===== config.mk =====
export PLATFORM = sky130hd
export DESIGN_NAME = rtcc_calendar
export DESIGN_NICKNAME = d
export VERILOG_FILES = /design/src/rtl/rtcc_pkg.sv /design/src/rtl/rtcc_trim_timer.sv /design/src/rtl/rtcc_calendar.sv
export SDC_FILE = /design/constraint.sdc
export NUM_CORES = 1
export LEC_CHECK = 0
export ABC_CLOCK_PERIOD_IN_PS = 10900
export BUFFER_PORTS_ARGS = -buffer_cell sky130_fd_sc_hd__buf_2
export CELL_PAD_IN_SITES_DETAIL_PLACEMENT = 2
export CELL_PAD_IN_SITES_GLOBAL_PLACEMENT = 2
export CORE_MARGIN = 2
export CORE_UTILIZATION = 29
export CTS_CLUSTER_DIAMETER = 200
export DETAILED_ROUTE_END_ITERATION = 10
export PLACE_DENSITY = 0.79
export RECOVER_POWER = 100
export SLEW_MARGIN = 15
export SYNTH_ARGS = -nofsm -noshare
export SYNTH_HDL_FRONTEND = slang
export SYNTH_SLANG_ARGS = --single-unit

===== constraint.sdc =====
create_clock -name clk_sys -period 10.9 [get_ports clk_sys]
set_input_delay 2.725 -clock clk_sys [delete_from_list [all_inputs] [get_ports clk_sys]]
set_output_delay 2.725 -clock clk_sys [all_outputs]
set_load 0.02 [all_outputs]

===== src/rtl/rtcc_pkg.sv =====
// package for the calendar, timekeeping trim and weekly alarm block
// assumes one system clock and a one-cycle crystal tick enable
package rtcc_pkg;

    // ----------------------------------------
    // register offsets
    // ----------------------------------------
    localparam logic [3:0] ADDR_DAY       = 4'h4;
    localparam logic [3:0] ADDR_MONTH     = 4'h5;
    localparam logic [3:0] ADDR_YEAR      = 4'h6;
    localparam logic [3:0] ADDR_TRIM      = 4'h7;
    localparam logic [3:0] ADDR_WA_MINUTE = 4'h8;
    localparam logic [3:0] ADDR_WA_HOUR   = 4'h9;

    // ----------------------------------------
    // field positions
    // ----------------------------------------
    localparam int CENTURY_BIT   = 7;
    localparam int TRIM_DIR_BIT  = 6;
    localparam int WA_HOUR_D5    = 5;

    // ----------------------------------------
    // reset values
    // ----------------------------------------
    localparam logic [5:0] DAY_RESET   = 6'h01;
    localparam logic [4:0] MONTH_RESET = 5'h01;
    localparam logic [7:0] YEAR_RESET  = 8'h00;
    localparam logic [6:0] TRIM_RESET  = 7'h00;
    localparam logic [6:0] WA_MIN_RESET  = 7'h00;
    localparam logic [5:0] WA_HOUR_RESET = 6'h12;

    // ----------------------------------------
    // calendar limits
    // ----------------------------------------
    localparam logic [4:0] MONTH_LAST = 5'h12;
    localparam logic [7:0] YEAR_LAST  = 8'h99;
    localparam logic [4:0] MONTH_FEB  = 5'h02;

    // ----------------------------------------
    // timing counts
    // ----------------------------------------
    localparam int XTAL_HZ = 32768;
    localparam logic [15:0] SEC_COUNT = 16'(XTAL_HZ);
    localparam logic [6:0]  SEC_PT_00 = 7'h00;
    localparam logic [6:0]  SEC_PT_20 = 7'h20;
    localparam logic [6:0]  SEC_PT_40 = 7'h40;

    // ----------------------------------------
    // bcd helpers
    // ----------------------------------------
    function automatic logic [7:0] bcd_inc(input logic [7:0] v);
        logic [7:0] r;
        r = v;
        if (v[3:0] == 4'h9) begin
            r = {v[7:4] + 4'h1, 4'h0};
        end else begin
            r = {v[7:4], v[3:0] + 4'h1};
        end
        return r;
    endfunction

    function automatic logic is_leap(input logic [7:0] y);
        logic r;
        r = 1'b0;
        if (y[4] == 1'b0) begin
            r = (y[3:0] == 4'h0) || (y[3:0] == 4'h4) || (y[3:0] == 4'h8);
        end else begin
            r = (y[3:0] == 4'h2) || (y[3:0] == 4'h6);
        end
        return r;
    endfunction

    function automatic logic [5:0] last_day(input logic [4:0] m, input logic leap);
        logic [5:0] r;
        r = 6'h31;
        unique case (m)
            5'h04, 5'h06, 5'h09, 5'h11: r = 6'h30;
            5'h02:                      r = leap ? 6'h29 : 6'h28;
            default:                    r = 6'h31;
        endcase
        return r;
    endfunction

endpackage


===== src/rtl/rtcc_trim_timer.sv =====
// one-second divider with trim at the 00, 20 and 40 second points
// assumes xtal_tick is a one-cycle enable at the crystal rate
`timescale 1ns/100ps
module rtcc_trim_timer (
    input  wire logic       clk_sys,
    input  wire logic       arst_n,
    input  wire logic       xtal_tick,
    input  wire logic [6:0] sec_value,
    input  wire logic [6:0] trim_value,
    input  wire logic       trim_wr,
    input  wire logic       osc_halt_flag,
    output logic            second_tick_reg
);

    logic [15:0] cnt_reg;
    logic        trim_en_reg;
    logic        skip_reg;
    logic        at_point;
    logic        apply;
    logic [15:0] period_len;

    // ----------------------------------------
    // period length
    // ----------------------------------------
    assign at_point = (sec_value == rtcc_pkg::SEC_PT_00) || (sec_value == rtcc_pkg::SEC_PT_20)
                    || (sec_value == rtcc_pkg::SEC_PT_40);
    assign apply = trim_en_reg && at_point && !skip_reg && (trim_value[5:1] != 5'h00);

    always_comb begin
        period_len = rtcc_pkg::SEC_COUNT;
        if (apply) begin
            if (!trim_value[rtcc_pkg::TRIM_DIR_BIT]) begin
                period_len = rtcc_pkg::SEC_COUNT + {9'h000, trim_value[5:0] - 6'h01, 1'b0};
            end else begin
                period_len = rtcc_pkg::SEC_COUNT - {8'h00, 7'({1'b0, ~trim_value[5:0]}) + 7'h01, 1'b0};
            end
        end
    end

    // ----------------------------------------
    // trim enable and write-point skip
    // ----------------------------------------
    always_ff @(posedge clk_sys or negedge arst_n) begin
        if (!arst_n) begin
            trim_en_reg <= 1'b0;
        end else if (osc_halt_flag) begin
            trim_en_reg <= 1'b0;
        end else if (trim_wr) begin
            trim_en_reg <= 1'b1;
        end
    end

    always_ff @(posedge clk_sys or negedge arst_n) begin
        if (!arst_n) begin
            skip_reg <= 1'b0;
        end else if (trim_wr && at_point) begin
            skip_reg <= 1'b1;
        end else if (second_tick_reg) begin
            skip_reg <= 1'b0;
        end
    end

    // ----------------------------------------
    // counter, count only not crystal
    // ----------------------------------------
    always_ff @(posedge clk_sys or negedge arst_n) begin
        if (!arst_n) begin
            cnt_reg         <= 16'h0000;
            second_tick_reg <= 1'b0;
        end else begin
            second_tick_reg <= 1'b0;
            if (xtal_tick) begin
                if (cnt_reg >= period_len - 16'h0001) begin
                    cnt_reg         <= 16'h0000;
                    second_tick_reg <= 1'b1;
                end else begin
                    cnt_reg <= cnt_reg + 16'h0001;
                end
            end
        end
    end
endmodule


===== src/rtl/rtcc_calendar.sv =====
// calendar counters, trim register and weekly alarm minute and hour
// assumes a register port driven by a serial protocol engine elsewhere
//
// Summary of operation
// - day counts bcd 1..31 or 1..30 by month
// - february ends at 29 in leap years, 28 otherwise
// - day wrap from last day increments the month
// - month counts 1..12; wrap from 12 increments the year
// - year counts 00..99; multiples of four, 00 included, are leap
// - century flag toggles on year wrap 99 to 00
// - day six bits, month five plus century, year eight, packed bcd
// - oscillation halt clears the trim register to zero
// - untrimmed second lasts 32768 crystal cycles
// - trim only touches seconds 00, 20 and 40
// - trim write enables trim, not at the point of the write
// - direction 0 lengthens second by 2*(magnitude-1)
// - direction 1 shortens second by 2*(inverse magnitude+1)
// - middle five trim bits zero means no change
// - trim alters the count only, two cycles a step
// - alarm hour bit D5 is pm flag or hour twenty bit
// - 12-hour alarm hours encode midnight 12 and noon 32
// - all weekday enables zero suppress the weekly alarm
`timescale 1ns/100ps
module rtcc_calendar (
    input  wire logic       clk_sys,
    input  wire logic       arst_n,
    input  wire logic       xtal_tick,
    input  wire logic       osc_halt_flag,
    input  wire logic [6:0] sec_value,
    input  wire logic       day_carry,
    input  wire logic [6:0] weekly_alarm_day_enables,
    input  wire logic [3:0] reg_addr,
    input  wire logic [7:0] reg_wdata,
    input  wire logic       reg_wr,
    input  wire logic       reg_rd,
    output logic [7:0]      reg_rdata_reg,
    output logic            second_tick_reg,
    output logic [5:0]      day_reg,
    output logic [4:0]      month_reg,
    output logic            century_reg,
    output logic [7:0]      year_reg,
    output logic [6:0]      wa_min_reg,
    output logic [5:0]      wa_hour_reg,
    output logic            weekly_alarm_on_reg
);

    logic [6:0] trim_reg;
    logic       wr_day;
    logic       wr_month;
    logic       wr_year;
    logic       wr_trim;
    logic       leap;
    logic [5:0] month_end;
    logic       day_wrap;
    logic       month_wrap;
    logic       year_wrap;
    logic [7:0] rd_next;

    // ----------------------------------------
    // decode
    // ----------------------------------------
    assign wr_day   = reg_wr && (reg_addr == rtcc_pkg::ADDR_DAY);
    assign wr_month = reg_wr && (reg_addr == rtcc_pkg::ADDR_MONTH);
    assign wr_year  = reg_wr && (reg_addr == rtcc_pkg::ADDR_YEAR);
    assign wr_trim  = reg_wr && (reg_addr == rtcc_pkg::ADDR_TRIM);

    assign leap       = rtcc_pkg::is_leap(year_reg);
    assign month_end  = rtcc_pkg::last_day(month_reg, leap);
    assign day_wrap   = day_carry && (day_reg == month_end);
    assign month_wrap = day_wrap && (month_reg == rtcc_pkg::MONTH_LAST);
    assign year_wrap  = month_wrap && (year_reg == rtcc_pkg::YEAR_LAST);

    // ----------------------------------------
    // day of month
    // ----------------------------------------
    always_ff @(posedge clk_sys or negedge arst_n) begin
        if (!arst_n) begin
            day_reg <= rtcc_pkg::DAY_RESET;
        end else if (wr_day) begin
            day_reg <= reg_wdata[5:0];
        end else if (day_carry) begin
            if (day_wrap) begin
                day_reg <= rtcc_pkg::DAY_RESET;
            end else begin
                day_reg <= 6'(rtcc_pkg::bcd_inc({2'b00, day_reg}));
            end
        end
    end

    // ----------------------------------------
    // month and century
    // ----------------------------------------
    always_ff @(posedge clk_sys or negedge arst_n) begin
        if (!arst_n) begin
            month_reg <= rtcc_pkg::MONTH_RESET;
        end else if (wr_month) begin
            month_reg <= reg_wdata[4:0];
        end else if (day_wrap) begin
            if (month_wrap) begin
                month_reg <= rtcc_pkg::MONTH_RESET;
            end else begin
                month_reg <= 5'(rtcc_pkg::bcd_inc({3'b000, month_reg}));
            end
        end
    end

    always_ff @(posedge clk_sys or negedge arst_n) begin
        if (!arst_n) begin
            century_reg <= 1'b0;
        end else if (wr_month) begin
            century_reg <= reg_wdata[rtcc_pkg::CENTURY_BIT];
        end else if (year_wrap) begin
            century_reg <= ~century_reg;
        end
    end

    // ----------------------------------------
    // year
    // ----------------------------------------
    always_ff @(posedge clk_sys or negedge arst_n) begin
        if (!arst_n) begin
            year_reg <= rtcc_pkg::YEAR_RESET;
        end else if (wr_year) begin
            year_reg <= reg_wdata;
        end else if (month_wrap) begin
            if (year_wrap) begin
                year_reg <= rtcc_pkg::YEAR_RESET;
            end else begin
                year_reg <= rtcc_pkg::bcd_inc(year_reg);
            end
        end
    end

    // ----------------------------------------
    // trim register
    // ----------------------------------------
    always_ff @(posedge clk_sys or negedge arst_n) begin
        if (!arst_n) begin
            trim_reg <= rtcc_pkg::TRIM_RESET;
        end else if (osc_halt_flag) begin
            trim_reg <= rtcc_pkg::TRIM_RESET;
        end else if (wr_trim) begin
            trim_reg <= reg_wdata[6:0];
        end
    end

    rtcc_trim_timer u_trim_timer (
        .clk_sys         (clk_sys),
        .arst_n          (arst_n),
        .xtal_tick       (xtal_tick),
        .sec_value       (sec_value),
        .trim_value      (trim_reg),
        .trim_wr         (wr_trim && !osc_halt_flag),
        .osc_halt_flag   (osc_halt_flag),
        .second_tick_reg (second_tick_reg)
    );

    // ----------------------------------------
    // weekly alarm minute and hour
    // ----------------------------------------
    always_ff @(posedge clk_sys or negedge arst_n) begin
        if (!arst_n) begin
            wa_min_reg <= rtcc_pkg::WA_MIN_RESET;
        end else if (reg_wr && (reg_addr == rtcc_pkg::ADDR_WA_MINUTE)) begin
            wa_min_reg <= reg_wdata[6:0];
        end
    end

    // d5 kept raw: pm flag or hour twenty bit, 12 and 32 encodings kept as written
    always_ff @(posedge clk_sys or negedge arst_n) begin
        if (!arst_n) begin
            wa_hour_reg <= rtcc_pkg::WA_HOUR_RESET;
        end else if (reg_wr && (reg_addr == rtcc_pkg::ADDR_WA_HOUR)) begin
            wa_hour_reg <= reg_wdata[rtcc_pkg::WA_HOUR_D5:0];
        end
    end

    always_ff @(posedge clk_sys or negedge arst_n) begin
        if (!arst_n) begin
            weekly_alarm_on_reg <= 1'b0;
        end else begin
            weekly_alarm_on_reg <= |weekly_alarm_day_enables;
        end
    end

    // ----------------------------------------
    // read port
    // ----------------------------------------
    always_comb begin
        rd_next = 8'h00;
        unique case (reg_addr)
            rtcc_pkg::ADDR_DAY:       rd_next = {2'b00, day_reg};
            rtcc_pkg::ADDR_MONTH:     rd_next = {century_reg, 2'b00, month_reg};
            rtcc_pkg::ADDR_YEAR:      rd_next = year_reg;
            rtcc_pkg::ADDR_TRIM:      rd_next = {1'b0, trim_reg};
            rtcc_pkg::ADDR_WA_MINUTE: rd_next = {1'b0, wa_min_reg};
            rtcc_pkg::ADDR_WA_HOUR:   rd_next = {2'b00, wa_hour_reg};
            default:                  rd_next = 8'h00;
        endcase
    end

    always_ff @(posedge clk_sys or negedge arst_n) begin
        if (!arst_n) begin
            reg_rdata_reg <= 8'h00;
        end else if (reg_rd) begin
            reg_rdata_reg <= rd_next;
        end
    end
endmodule


=== After elaboration in Yosys (flattened, before gate mapping) ===
Index checks and enable logic that the tools add are counted.

* $add $sub $neg: 12
* Order comparisons: 1
* Equality and inequality tests: 23
* Mux-type cells: 29
* Bitwise logic cells: 2
* Reduce and logical (&&, ||, !) cells: 39

{| class="wikitable"
|+ Operators by type and width
! kind !! count
|-
| $mux 16 || 3
|-
| $pmux 8 s6 || 1
|-
| $mux 8 || 4
|-
| $eq 4x3->1 const B || 6
|-
| $eq 4x4->1 const B || 6
|-
| $mux 6 || 4
|-
| $mux 5 || 4
|-
| $add 16x1->16 const B || 1
|-
| $add 16x7->16 const A || 1
|-
| $add 4x1->4 const B || 4
|-
| $ge 16x16->1 || 1
|-
| $sub 16x1->16 const B || 1
|-
| $sub 16x8->16 const A || 1
|-
| $logic_and 1x1->1 || 14
|-
| $mux 7 || 2
|-
| $reduce_bool 2->1 || 7
|-
| $eq 5x3->1 const B || 2
|-
| $eq 5x5->1 const B || 2
|-
| $mux 1 || 10
|-
| $pmux 5 s2 || 1
|-
| $reduce_bool 3->1 || 3
|-
| $eq 8x8->1 const B || 1
|-
| $add 6x1->7 const B || 1
|-
| $eq 7x6->1 const B || 1
|-
| 18 further kinds || 25
|}

* Register bits: 68
* Input bits: 33
* Output and inout bits: 43
* Word-level logic and storage cells: 122

=== Longest topological paths before layout ===
Gate-level depths: netlist of the first run.

* Depth after elaboration: 13
* Gate-level depth with buffers: 19
* Mapped depth without buffers: 17

=== Cells and area by module ===
A second synthesis of the first run with hierarchy kept.

* Cells, all modules: 560
* Area, all modules: 4880.9 sq um

{| class="wikitable"
|+ By module, submodules not included
! module !! instances !! cells each !! area each (sq um) !! sequential area each (sq um)
|-
| rtcc_calendar || 1 || 319 || 2906.5 || 1231.2
|-
| rtcc_trim_timer || 1 || 241 || 1974.4 || 475.5
|}

=== Worst setup path before layout of the first run ===
Ideal clock, no wire load.

* Path type: input to register
* Start: input sec_value[1]
* End: register u_trim_timer.cnt_reg[10]
* Library setup time: 0.072 ns
* Data arrival time: 5.924 ns
* Data required time: 10.828 ns
* Slack: 4.904 ns
* Cell stages on the path: 15
* Path buffers: 2
* Cell sequence: nor4_1 nand2_1 nor3_1 nand3_1 ha_1 clkbuf_1 a22oi_1 ha_1 a21o_1 a21o_1 a221oi_1 o211ai_1 and2_1 clkbuf_1 nor2_1

* Longest elaborated chain between the ends: 10
* Elaborated cells on any way between the ends: 12
* Those cells by class: add/sub: 1; order compare: 1; eq/ne: 2; mux: 2; reduce/logical: 6

{| class="wikitable"
|+ RTL lines
! item !! line !! text
|-
| from (decl) || rtcc_calendar.sv:29 || <nowiki>input wire logic [6:0] sec_value,</nowiki>
|-
| $eq 7x6->1 or $logic_not 7->1 (tied branches) || rtcc_trim_timer.sv:25 || <nowiki>assign at_point = (sec_value == rtcc_pkg::SEC_PT_00) || (sec_value == rtcc_pkg::SEC_PT_20)</nowiki>
|-
| $logic_or 1x1->1 || rtcc_trim_timer.sv:25 ||
|-
| $logic_or 1x1->1 (*) || rtcc_trim_timer.sv:26 || <nowiki>|| (sec_value == rtcc_pkg::SEC_PT_40);</nowiki>
|-
| $logic_and 1x1->1 (*) (3 in series) || rtcc_trim_timer.sv:27 || <nowiki>assign apply = trim_en_reg && at_point && !skip_reg && (trim_value[5:1] != 5'h00);</nowiki>
|-
| $mux 16 (*) || rtcc_trim_timer.sv:31 || <nowiki>if (apply) begin</nowiki>
|-
| $sub 16x1->16 (*) || rtcc_trim_timer.sv:73 || <nowiki>if (cnt_reg >= period_len - 16'h0001) begin</nowiki>
|-
| $ge 16x16->1 (*) || rtcc_trim_timer.sv:73 ||
|-
| $mux 16 (*) || rtcc_trim_timer.sv:73 ||
|-
| to (signal assigned) || rtcc_trim_timer.sv:77 || <nowiki>cnt_reg <= cnt_reg + 16'h0001;</nowiki>
|-
| to (decl) || rtcc_trim_timer.sv:15 || <nowiki>logic [15:0] cnt_reg;</nowiki>
|}

Every way passes the cells marked *; elsewhere a longest branch is shown, timed or not.
A chain may end at the register's enable or synchronous reset.

=== Worst setup path after layout of the first run ===
* Start: input sec_value[1]
* End: register u_trim_timer.cnt_reg[6]

The elaborated chain is that of the path after synthesis.

==> summary.txt, run 1 <==
Timing
  – Max Clock Skew: 0.00644 ns
  – Worst-margin pin slew: 3.98 ns
  – Endpoints failing setup: 0
  – Final Hold Viols: 0
  – Tcrit/Tclk final: 0.598
  – Final min period: ~6.5 ns
  – Total negative setup slack: 0 ns
  – Max Clock Freq: 0.153 GHz
  – Slew margin rel.: -1.65
  – RSZ-0062 raised after global routing: no
  – Max Slew Vio Count: between 60 and 70

Routing
  – Post-Route WL: 16.6 mm
  – Vias: 4,532
  – First drt pass iteration count: 4
  – Top layer in use: met4
  – Wl on met1: 7.47 mm
  – First-iteration detailed-routing DRC count: 260
  – Vias per std cell: 5.46
  – Routed len/inst: 20.0 um
  – Residual DRC: 0
  – Routed wl met2: 8.32 mm
  – Met3 WL post-DR: 612 um
  – ANT nets after route: 0

Yosys
  – Mapped Area: about 0.0047 mm^2
  – Syn Area/Cell: approximately 8.5 um^2
  – Yosys Warn Count: 0
  – Post-synth ARST share: 1.00
  – Count of cell types in the netlist: 65
  – Syn Nets: 606
  – Top FF cell, synth: dfrtp_1
  – Mapped Cells: 549
  – Count of state elements after synthesis: 68
  – EDFF count, synth: 0
  – Sequential area share after synthesis: 0.364

GRT
  – Vias in the first global route: around 5,000
  – Largest net degree at the start of global routing: 69
  – First-pass GRT wire length: 27.7 mm
  – Initial antenna violation count: 0
  – GR Overflow Total: 0
  – All-Layer GR Usage: 0.201

Critical path
  – Crit end category: flip-flop
  – Worst path top cell family by delay: simple AND/OR/NAND/NOR gates
  – Worst Path Buf+Inv: 1
  – Critical path class: input port to flip-flop
  – CP Max Fanout: 12
  – Largest stage delay, worst path: 0.71 ns
  – Worst setup SP type: input port
  – Slowest cell on the critical path: nor3_1
  – Worst EP required: 11.17 ns
  – Critical path cell sequence: buf_2 -> nor4_1 -> nand2_1 -> nor3_1 -> nand3_1 -> ha_1 -> nor2_1 -> nor2b_1 -> a2bb2oi_1 -> ha_1 -> a2111oi_0 -> o21ai_0 -> o2111ai_1 -> o211ai_1 -> and2_0 -> nor2_1
  – Arr. time, crit path: 6.79 ns

Floorplan
  – Io pins: 76
  – Die Footprint: between 0.015 and 0.02 mm^2
  – Site row count: 46
  – Core area: 0.0158 mm^2
  – Die Ht: 131 um
  – Die W: ~130 um
  – Initial Util: 0.296

Clock network
  – Clock H-tree levels: 3
  – Setup bufs post-CTS: 0
  – Clock sinks: just under 70
  – CTS buffer count: 9
  – Root buf cell: clkbuf_16
  – CTS tree: built
  – Post-CTS resize count: 0
  – Hold_buf cts: 0
  – Max clock buf depth: 2
  – Clock Latency Late Sink: 0.35 ns
  – Clk slew on worst S/H paths: about 0.06 ns

Place
  – IO Port Bufs: between 70 and 80
  – GPL Wtd Cong: between 0.8 and 0.9
  – Post-DP HPWL: 12.1 mm

Outcome
  – Failing checks: capacitance limit, slew limit
  – Status: complete, but fails checks

Finish
  – Max FFs per register: 16
  – Diodes inserted: 0
  – # nets final: between 600 and 700
  – Fill cells: 1,820
  – Layout cells sized above 1: 0.121
  – Area Overhead vs Synth: 16.3%

Flow run
  – Max-Cap Viols: 1

Power
  – Static Leak: 2.32 nW
  – PD cells: 178 mW/mm^2
  – Final Total Pwr: 969 uW
  – Maximum VDD drop: 123 uV

Worst hold path
  – Hold WC Path Type: flip-flop to flip-flop
==> stage by stage <==
step	std cells	hold WS [ns]	util	setup slack, ns	instance area (um^2)
2_1_floorplan	549	0.466	-	4.90	4690
3_3_place_gp	814	0.494	0.331	4.43	5240
3_5_place_dp	814	0.523	0.331	4.14	5240
4_1_cts	830	0.532	0.348	4.51	5510
5_1_grt	830	0.546	0.344	3.80	5450
6_report	830	0.529	0.344	4.38	5450
==> layer usage <==
metal / GRT usage / vias to the layer above
li1: - / 2100
met1: 0.256 / 2308
met2: 0.346 / 106
met3: 0.0413 / 18
met4: 0.0501 / 0
met5: 0 / -
==> final timing paths <==
check                      cells after the start  slack [ns]                       to             start
hold / removal                                 2        0.53         reg_rdata_reg[4]  reg_rdata_reg[4]
hold reg to reg                                2        0.53         reg_rdata_reg[4]  reg_rdata_reg[4]
setup / recovery                              16        4.38  u_trim_timer.cnt_reg[6]      sec_value[1]
min in group asynchronous                      2        3.85  u_trim_timer.cnt_reg[4]            arst_n
setup reg to reg                              16        5.70  u_trim_timer.cnt_reg[6]       trim_reg[0]
max in group asynchronous                      2        4.80         reg_rdata_reg[1]            arst_n
==> layout make-up <==
type                       instances  area (um^2)  share of cell area
clock buffer                      12          246              0.0452
clock inverter                     4         25.0             0.00459
inverter                          26         97.6              0.0179
multi-input combinational        427         2770               0.509
sequential                        68         1710               0.313
tap                              216          270              0.0496
timing repair buffer              77          333              0.0611
==> logic make-up after synthesis <==
| logic type | Yosys count | share of synthesized area |
|---|---|---|
| AO/OA/AOI/OAI | 142 | 0.196 |
| AND/OR/NAND/NOR | 210 | 0.226 |
| flip-flops | 68 | 0.364 |
| XOR/XNOR | 28 | 0.0523 |
| multiplexers | 23 | 0.0531 |
| adder cells (fa/ha/maj) | 24 | 0.0641 |
| buffers and inverters | 54 | 0.0446 |
==> placed cells by master, fill, tap and decap left out, types with 21 or more instances in the layout <==
| cell | Yosys | routed |
|---|---|---|
| dfrtp_1 | 64 | 64 |
| nor2_1 | 57 | 57 |
| nand2_1 | 53 | 53 |
| clkbuf_1 | 21 | 46 |
| a21oi_1 | 39 | 39 |
| buf_2 | 5 | 32 |
| inv_1 | 26 | 26 |
| o21ai_0 | 23 | 24 |
| ha_1 | 24 | 24 |
| nand3_1 | 21 | 21 |
==> power breakdown <==
part | internal (mW) | leakage [nW] | switching, mW
registers | 0.305 | 0.833 | 0.0947
logic | 0.107 | 1.36 | 0.180
clock network | 0.160 | 0.129 | 0.122
==> cell usage after synthesis (12+ instances only) <==
cell | count | share of area
a21oi_1 | 39 | 0.042
clkbuf_1 | 21 | 0.017
dfrtp_1 | 64 | 0.34
ha_1 | 24 | 0.064
inv_1 | 26 | 0.021
mux2_2 | 15 | 0.036
nand2_1 | 53 | 0.042
nand3_1 | 21 | 0.022
nor2_1 | 57 | 0.046
nor2b_1 | 12 | 0.016
nor3_1 | 13 | 0.014
o21ai_0 | 23 | 0.025
o22ai_1 | 15 | 0.020
xnor2_1 | 13 | 0.024
xor2_1 | 15 | 0.028
==> worst reg2reg max path, cell delays in order, from the launching register on <==
cell and delay (ns):
dfrtp_1 0.57, inv_1 0.18, ha_1 0.44, nor2_1 0.21, nand2_1 0.17, a2bb2oi_2 0.25, xnor2_1 0.20, or4_1 0.64
o21ai_1 0.27, a22oi_1 0.15, ha_1 0.35, a21o_1 0.12, a21o_1 0.13, a21oi_1 0.08, o211ai_1 0.52, and2_0 0.61
nor2_1 0.13
No activity file was read; power rests on OpenSTA's default activity.
==> run 2, diff against run 1 <==
- ABC_CLOCK_PERIOD_IN_PS: 10900 -> 5400
- PLACE_DENSITY: 0.79 -> 0.82
- clock period: 10.9 -> 5.4 ns (I/O delays scaled with it)
==> run 2 against run 1 <==
The flow still finishes with violations (capacitance limit, slew limit). Global-route usage hardly changed. Register-to-register slack worse by 5.2 ns. Total power is 110% higher. Cell area is 0.55% higher. Clock skew is 0.00078 ns lower. Combinational power is 100% higher.
==> summary.txt, run 2 (synthesis results as in run 1) <==
Finish
  – Sequential cell area: 0.00171 mm^2
  – Diodes inserted: 0
  – Core Util, Final: 0.346
  – Commonest non-fill, non-tap cell in the layout: dfrtp_1
  – Fill cells: 1,812
  – Most frequent cells in the layout: dfrtp_1, nor2_1, nand2_1
  – Multi-input gate area: ~0.0028 mm^2
  – # nets final: about 670
  – Max FFs per register: 16
  – Layout cells sized above 1: 0.117
  – Area Overhead vs Synth: 16.9%
  – Design Area, Final: around 0.0055 mm^2

Floorplan
  – Initial Util: 0.296
  – Core area: between 0.015 and 0.02 mm^2
  – Die Footprint: 0.0172 mm^2
  – Io pins: 76
  – Site row count: 46
  – Die Ht: between 100 and 150 um
  – Die W: 131 um

Power
  – Maximum VDD drop: 159 uV
  – PD cells: between 300 and 400 mW/mm^2
  – Static Leak: 2.33 nW

Clock network
  – Clock H-tree levels: 3
  – Clk slew on worst S/H paths: 0.06 ns
  – Setup bufs post-CTS: 0
  – CTS tree: built
  – Clock sinks: 68
  – Max clock buf depth: 2
  – Clock Latency Late Sink: 0.34 ns
  – Root buf cell: clkbuf_16
  – Post-CTS resize count: 0
  – Hold_buf cts: 0
  – CTS buffer count: 9

Critical path
  – Critical R2R Capture: u_trim_timer.cnt_reg[14]
  – Crit end category: flip-flop
  – Worst R2R Path Depth: 16
  – Critical path class: flip-flop to flip-flop
  – CP Max Fanout: 12
  – Worst setup SP type: flip-flop
  – Arr. time, crit path: 5.12 ns
  – Reg-to-Reg Start: trim_reg[0]
  – Worst EP required: 5.61 ns
  – Worst reg-to-reg setup slack: 0.48 ns
  – Slowest cell on the critical path: or4_1
  – Critical path cell sequence: inv_1 -> ha_1 -> nor2_1 -> nand2_1 -> a2bb2oi_2 -> xnor2_1 -> or4_1 -> o21ai_0 -> a22oi_1 -> ha_1 -> a21o_1 -> a21o_1 -> a21oi_1 -> o211ai_1 -> and2_1 -> nor2_1
  – Largest stage delay, worst path: around 0.62 ns

Outcome
  – Failing checks: capacitance limit, slew limit
  – Status: complete, but fails checks

Routing
  – Vias: 4,515
  – Routed len/inst: 20.8 um
  – First-iteration detailed-routing DRC count: 216
  – Vias per std cell: 5.45
  – Residual DRC: 0
  – ANT nets after route: 0
  – First drt pass iteration count: 5
  – Post-Route WL: 17.3 mm

GRT
  – Vias in the first global route: between 4,000 and 5,000
  – GR Overflow Total: 0
  – First-pass GRT wire length: approximately 28 mm
  – Largest net degree at the start of global routing: slightly above 40
  – Initial antenna violation count: 0
  – All-Layer GR Usage: 0.201

Timing
  – Final hold slack: 0.516 ns
  – Max Clock Freq: 0.203 GHz
  – Tcrit/Tclk final: 0.911
  – RSZ-0062 raised after global routing: no
  – Final min period: between 4 and 5 ns
  – Max Clock Skew: roughly 0.0057 ns
  – Final Hold Viols: 0
  – Worst-margin pin slew: 2.41 ns
  – Total negative setup slack: 0 ns
  – Endpoints failing setup: 0
  – Slew margin rel.: -0.607
  – Max Slew Vio Count: 71

Worst hold path
  – Hold wc startpoint: u_trim_timer.trim_en_reg
  – Hold Crit Depth: 2
  – Hold WC Path Type: flip-flop to flip-flop
  – Hold EP: u_trim_timer.trim_en_reg

Flow run
  – Max-Cap Viols: 2

Place
  – GPL Wtd Cong: approximately 0.83
  – IO Port Bufs: 75
  – Post-placement cell area: 0.00524 mm^2
  – Post-DP HPWL: 12.7 mm
[run 2: changes by cell type in the layout (fill, tap and decap cells not counted)]
cell / change
bufinv_16: +2
o21ai_0: +2
o21ai_1: -2
buf_2: -1
clkbuf_8: -1
clkinvlp_4: -1
or4b_1: +1
or4b_4: -1
[run 2: per-layer routing]
layer / vias to the layer above / track usage / part of all wire
met5: - / 0 / 0
met4: 0 / 0.0380 / 0.014
met3: 21 / 0.0347 / 0.030
met2: 92 / 0.374 / 0.53
met1: 2297 / 0.243 / 0.42
li1: 2105 / - / -
[run 2: how the worst max path moves through the flow]
stage	start	to	slack (ns)	cells past startpoint
floorplan	sec_value[1]	u_trim_timer.cnt_reg[10]	0.78	15
global placement	sec_value[1]	u_trim_timer.cnt_reg[11]	0.69	17
detailed placement	sec_value[1]	u_trim_timer.cnt_reg[14]	0.31	17
CTS	trim_reg[0]	u_trim_timer.cnt_reg[14]	0.58	16
global route	trim_reg[0]	u_trim_timer.cnt_reg[11]	0.14	16
finish	trim_reg[0]	u_trim_timer.cnt_reg[14]	0.48	16
[run 2: final cells by class]
type | instances | share of cell area
Clock buffer | 10 | 0.0418
Clock inverter | 5 | 0.0142
Inverter | 26 | 0.0178
Multi-Input combinational cell | 427 | 0.505
Sequential cell | 68 | 0.311
Tap cell | 216 | 0.0493
Timing Repair Buffer | 77 | 0.0605
[run 2: where the power goes]
part | leakage (nW) | total (mW) | internal (mW) | switching, mW
combinational | 1.35 | 0.576 | 0.208 | 0.368
clock | 0.148 | 0.633 | 0.400 | 0.232
sequential | 0.833 | 0.806 | 0.617 | 0.189
total | 2.33 | 2.01 | 1.23 | 0.789
[run 2: critical path: cells and delay by family (launching register included)]
family	cells	cell delay (ns)
compound gates	7	1.56
xor+xnor	1	0.20
fa+ha+maj	2	0.77
buf+inv	1	0.15
flops	1	0.54
simple gates	5	1.57
[run 2: stage by stage]
step	setup slack (ns)	power (mW)	std cells
floorplan	0.779	1.15	549
global placement	0.694	1.36	814
detailed placement	0.309	1.41	814
CTS	0.576	2.06	829
global route	0.143	2.13	829
finish	0.482	2.01	829
==> run 3, diff against run 2 <==
- ABC_AREA: default -> 1
- ABC_CLOCK_PERIOD_IN_PS: 5400 -> 5100
- clock period: 5.4 -> 5.1 ns (I/O delays scaled with it)
==> run 3 against run 2 <==
Critical endpoint is now u_trim_timer.cnt_reg[15]. Total power down 0.86%. Combinational power fell by 5.2%. Count of clock-buffer cells in the layout decreased by 1. Clock power is 9.6% higher. First-iteration DRC count decreased by 19%. Worst hold slack worse by 0.0042 ns. The run still ends with capacitance limit, slew limit left. Worst setup slack better by 0.30 ns. Synthesized area decreased by 1.2%.
==> summary.txt, run 3 <==
GRT
  – Largest net degree at the start of global routing: 69
  – First-pass GRT wire length: 28.1 mm
  – Vias in the first global route: 5,351
  – Initial antenna violation count: 0
  – All-Layer GR Usage: 0.215
  – GR Overflow Total: 0

Routing
  – Post-Route WL: 17.2 mm
  – Vias per std cell: a little over 5
  – ANT nets after route: 0
  – Residual DRC: 0
  – First-iteration detailed-routing DRC count: 176
  – Vias: approximately 4,700
  – Routed len/inst: 18.4 um
  – First drt pass iteration count: 4

Timing
  – Final min period: 4.32 ns
  – Final WS setup: slightly below 0.8 ns
  – Endpoints failing setup: 0
  – Tcrit/Tclk final: 0.846
  – Final Hold Viols: 0
  – Final hold slack: just over 0.5 ns
  – Worst-margin pin slew: 1.84 ns
  – Total negative setup slack: 0 ns
  – Max Slew Vio Count: between 60 and 70
  – RSZ-0062 raised after global routing: no
  – Max Clock Freq: roughly 0.23 GHz
  – Max Clock Skew: 0.0107 ns
  – Slew margin rel.: -0.228

Finish
  – Diodes inserted: 0
  – Design Area, Final: 0.00551 mm^2
  – Multi-input gate area: 0.00253 mm^2
  – # nets final: 771
  – Sequential cell area: 0.00171 mm^2
  – Area Overhead vs Synth: 18.9%
  – Max FFs per register: 16
  – Layout cells sized above 1: 0.117
  – Most frequent cells in the layout: nand2_1, inv_1, dfrtp_1
  – Commonest non-fill, non-tap cell in the layout: nand2_1
  – Fill cells: 1,966

Clock network
  – Setup bufs post-CTS: 0
  – CTS tree: built
  – Post-CTS resize count: 0
  – Clock H-tree levels: 3
  – Clk slew on worst S/H paths: 0.06 ns
  – Clock Latency Late Sink: between 0.3 and 0.4 ns
  – Max clock buf depth: 2
  – CTS buffer count: 9
  – Root buf cell: clkbuf_16
  – Clock sinks: about 70
  – Hold_buf cts: 0

Floorplan
  – Io pins: 76
  – Core area: 0.0158 mm^2
  – Die Ht: 130 um
  – Die Footprint: 0.0170 mm^2
  – Initial Util: 0.294
  – Site row count: 46
  – Die W: 130 um

Power
  – Final Total Pwr: 2.00 mW
  – Maximum VDD drop: 154 uV
  – PD cells: 363 mW/mm^2
  – Static Leak: 2.77 nW

Critical path
  – Arr. time, crit path: 4.49 ns
  – Critical path class: flip-flop to flip-flop
  – Worst EP required: 5.27 ns
  – Worst setup SP type: flip-flop
  – Crit end category: flip-flop
  – CP Max Fanout: 15

Place
  – Post-placement cell area: 0.00526 mm^2
  – GPL Wtd Cong: 0.852
  – Post-DP HPWL: 13.4 mm
  – Worst slack, placed: 0.429 ns
  – IO Port Bufs: 75

Flow run
  – Max-Cap Viols: 1

Yosys
  – Mapped Cells: 632
  – Synth area leaders: dfrtp_1, nand2_1, inv_1
  – Count leader, synth: nand2_1
  – Count of state elements after synthesis: between 60 and 70
  – Top FF cell, synth: dfrtp_1
  – Yosys Warn Count: 0
  – Post-synth top cells: nand2_1, inv_1, dfrtp_1
  – Synth top area share: 0.346
  – Sequential area share after synthesis: 0.369
  – Post-synth ARST share: 1.00
  – Mapped Area: 0.00463 mm^2
  – EDFF count, synth: 0
  – Syn Area/Cell: 7.33 um^2
  – Synth area leader: dfrtp_1
  – Syn Nets: around 700
  – Count of cell types in the netlist: 39

Outcome
  – Status: complete, but fails checks
  – Failing checks: capacitance limit, slew limit

Worst hold path
  – Hold WC Path Type: flip-flop to flip-flop
==> run 3: cell types whose count changed after synthesis, moves of 8 or more <==
cell	before	now
a21oi_1	39	16
a21o_1	8	0
mux2_2	15	2
nand3_1	21	36
clkbuf_1	21	3
inv_2	0	8
o21ai_0	23	45
nand2_1	53	169
a22oi_1	11	0
mux2i_1	8	0
inv_1	26	85
nor2b_1	12	0
==> run 3: worst max-delay path, cell delays in order (launching register included) <==
cell and delay, ns:
dfrtp_1 0.41, inv_2 0.15, ha_1 0.24, inv_1 0.07, nand2_1 0.06, nand2_1 0.13
nor2_1 0.19, nand3_1 0.12, nor2_1 0.18, ha_1 0.26, nand2_1 0.09, nand2_1 0.08
inv_1 0.18, nand3_1 0.09, nand2_1 0.08, inv_1 0.04, ha_1 0.30, nand2_1 0.08
inv_1 0.07, nand4_1 0.10, o211ai_1 0.12, a21boi_0 0.20, nor2_1 0.76, nor2_1 0.12
==> run 3: area by class of cell <==
type | instances | share of cell area
multi-input cells | 466 | 0.460
flip-flops and latches | 68 | 0.310
inverters | 94 | 0.0643
repair buffers | 75 | 0.0584
well taps | 216 | 0.0491
clock buffers | 9 | 0.0409
clock inverters | 7 | 0.0179
==> run 3: stage by stage <==
| step | cells | util |
|---|---|---|
| floorplan | 632 | - |
| global placement | 919 | 0.334 |
| detailed placement | 919 | 0.334 |
| CTS | 935 | 0.354 |
| global route | 935 | 0.349 |
| finish | 935 | 0.349 |
==> run 3: report_power, final <==
| part | internal, mW | switching [mW] | total [mW] |
|---|---|---|---|
| clock network | 0.431 | 0.263 | 0.694 |
| logic | 0.169 | 0.377 | 0.546 |
| registers | 0.630 | 0.127 | 0.757 |
==> run 3: final timing paths <==
| check | start | to | cells after the start | slack (ns) |
|---|---|---|---|---|
| max in group asynchronous | arst_n | year_reg[2] | 1 | 2.57 |
| max | trim_reg[0] | u_trim_timer.cnt_reg[15] | 23 | 0.78 |
| min reg2reg | u_trim_timer.second_tick_reg | u_trim_timer.skip_reg | 1 | 0.51 |
| min | u_trim_timer.second_tick_reg | u_trim_timer.skip_reg | 1 | 0.51 |
| max reg2reg | trim_reg[0] | u_trim_timer.cnt_reg[15] | 23 | 0.78 |
| min in group asynchronous | arst_n | reg_rdata_reg[4] | 1 | 1.43 |
==> run 3: layer usage <==
metal | share of wire | routed length [um] | up-vias | track usage
met5 | 0 | 0 | - | 0
met4 | 0.015 | 255 | 0 | 0.0688
met3 | 0.039 | 671 | 18 | 0.0320
li1 | - | - | 2251 | -
met1 | 0.45 | 7700 | 2370 | 0.266
met2 | 0.50 | 8600 | 94 | 0.385
==> run 3: logic make-up after synthesis <==
family / after synthesis / share of synthesized area
buf+inv: 98 / 0.0800
flops: 68 / 0.369
mux: 2 / 0.00486
fa+ha+maj: 24 / 0.0648
xor+xnor: 24 / 0.0454
simple gates: 314 / 0.307
compound gates: 102 / 0.130
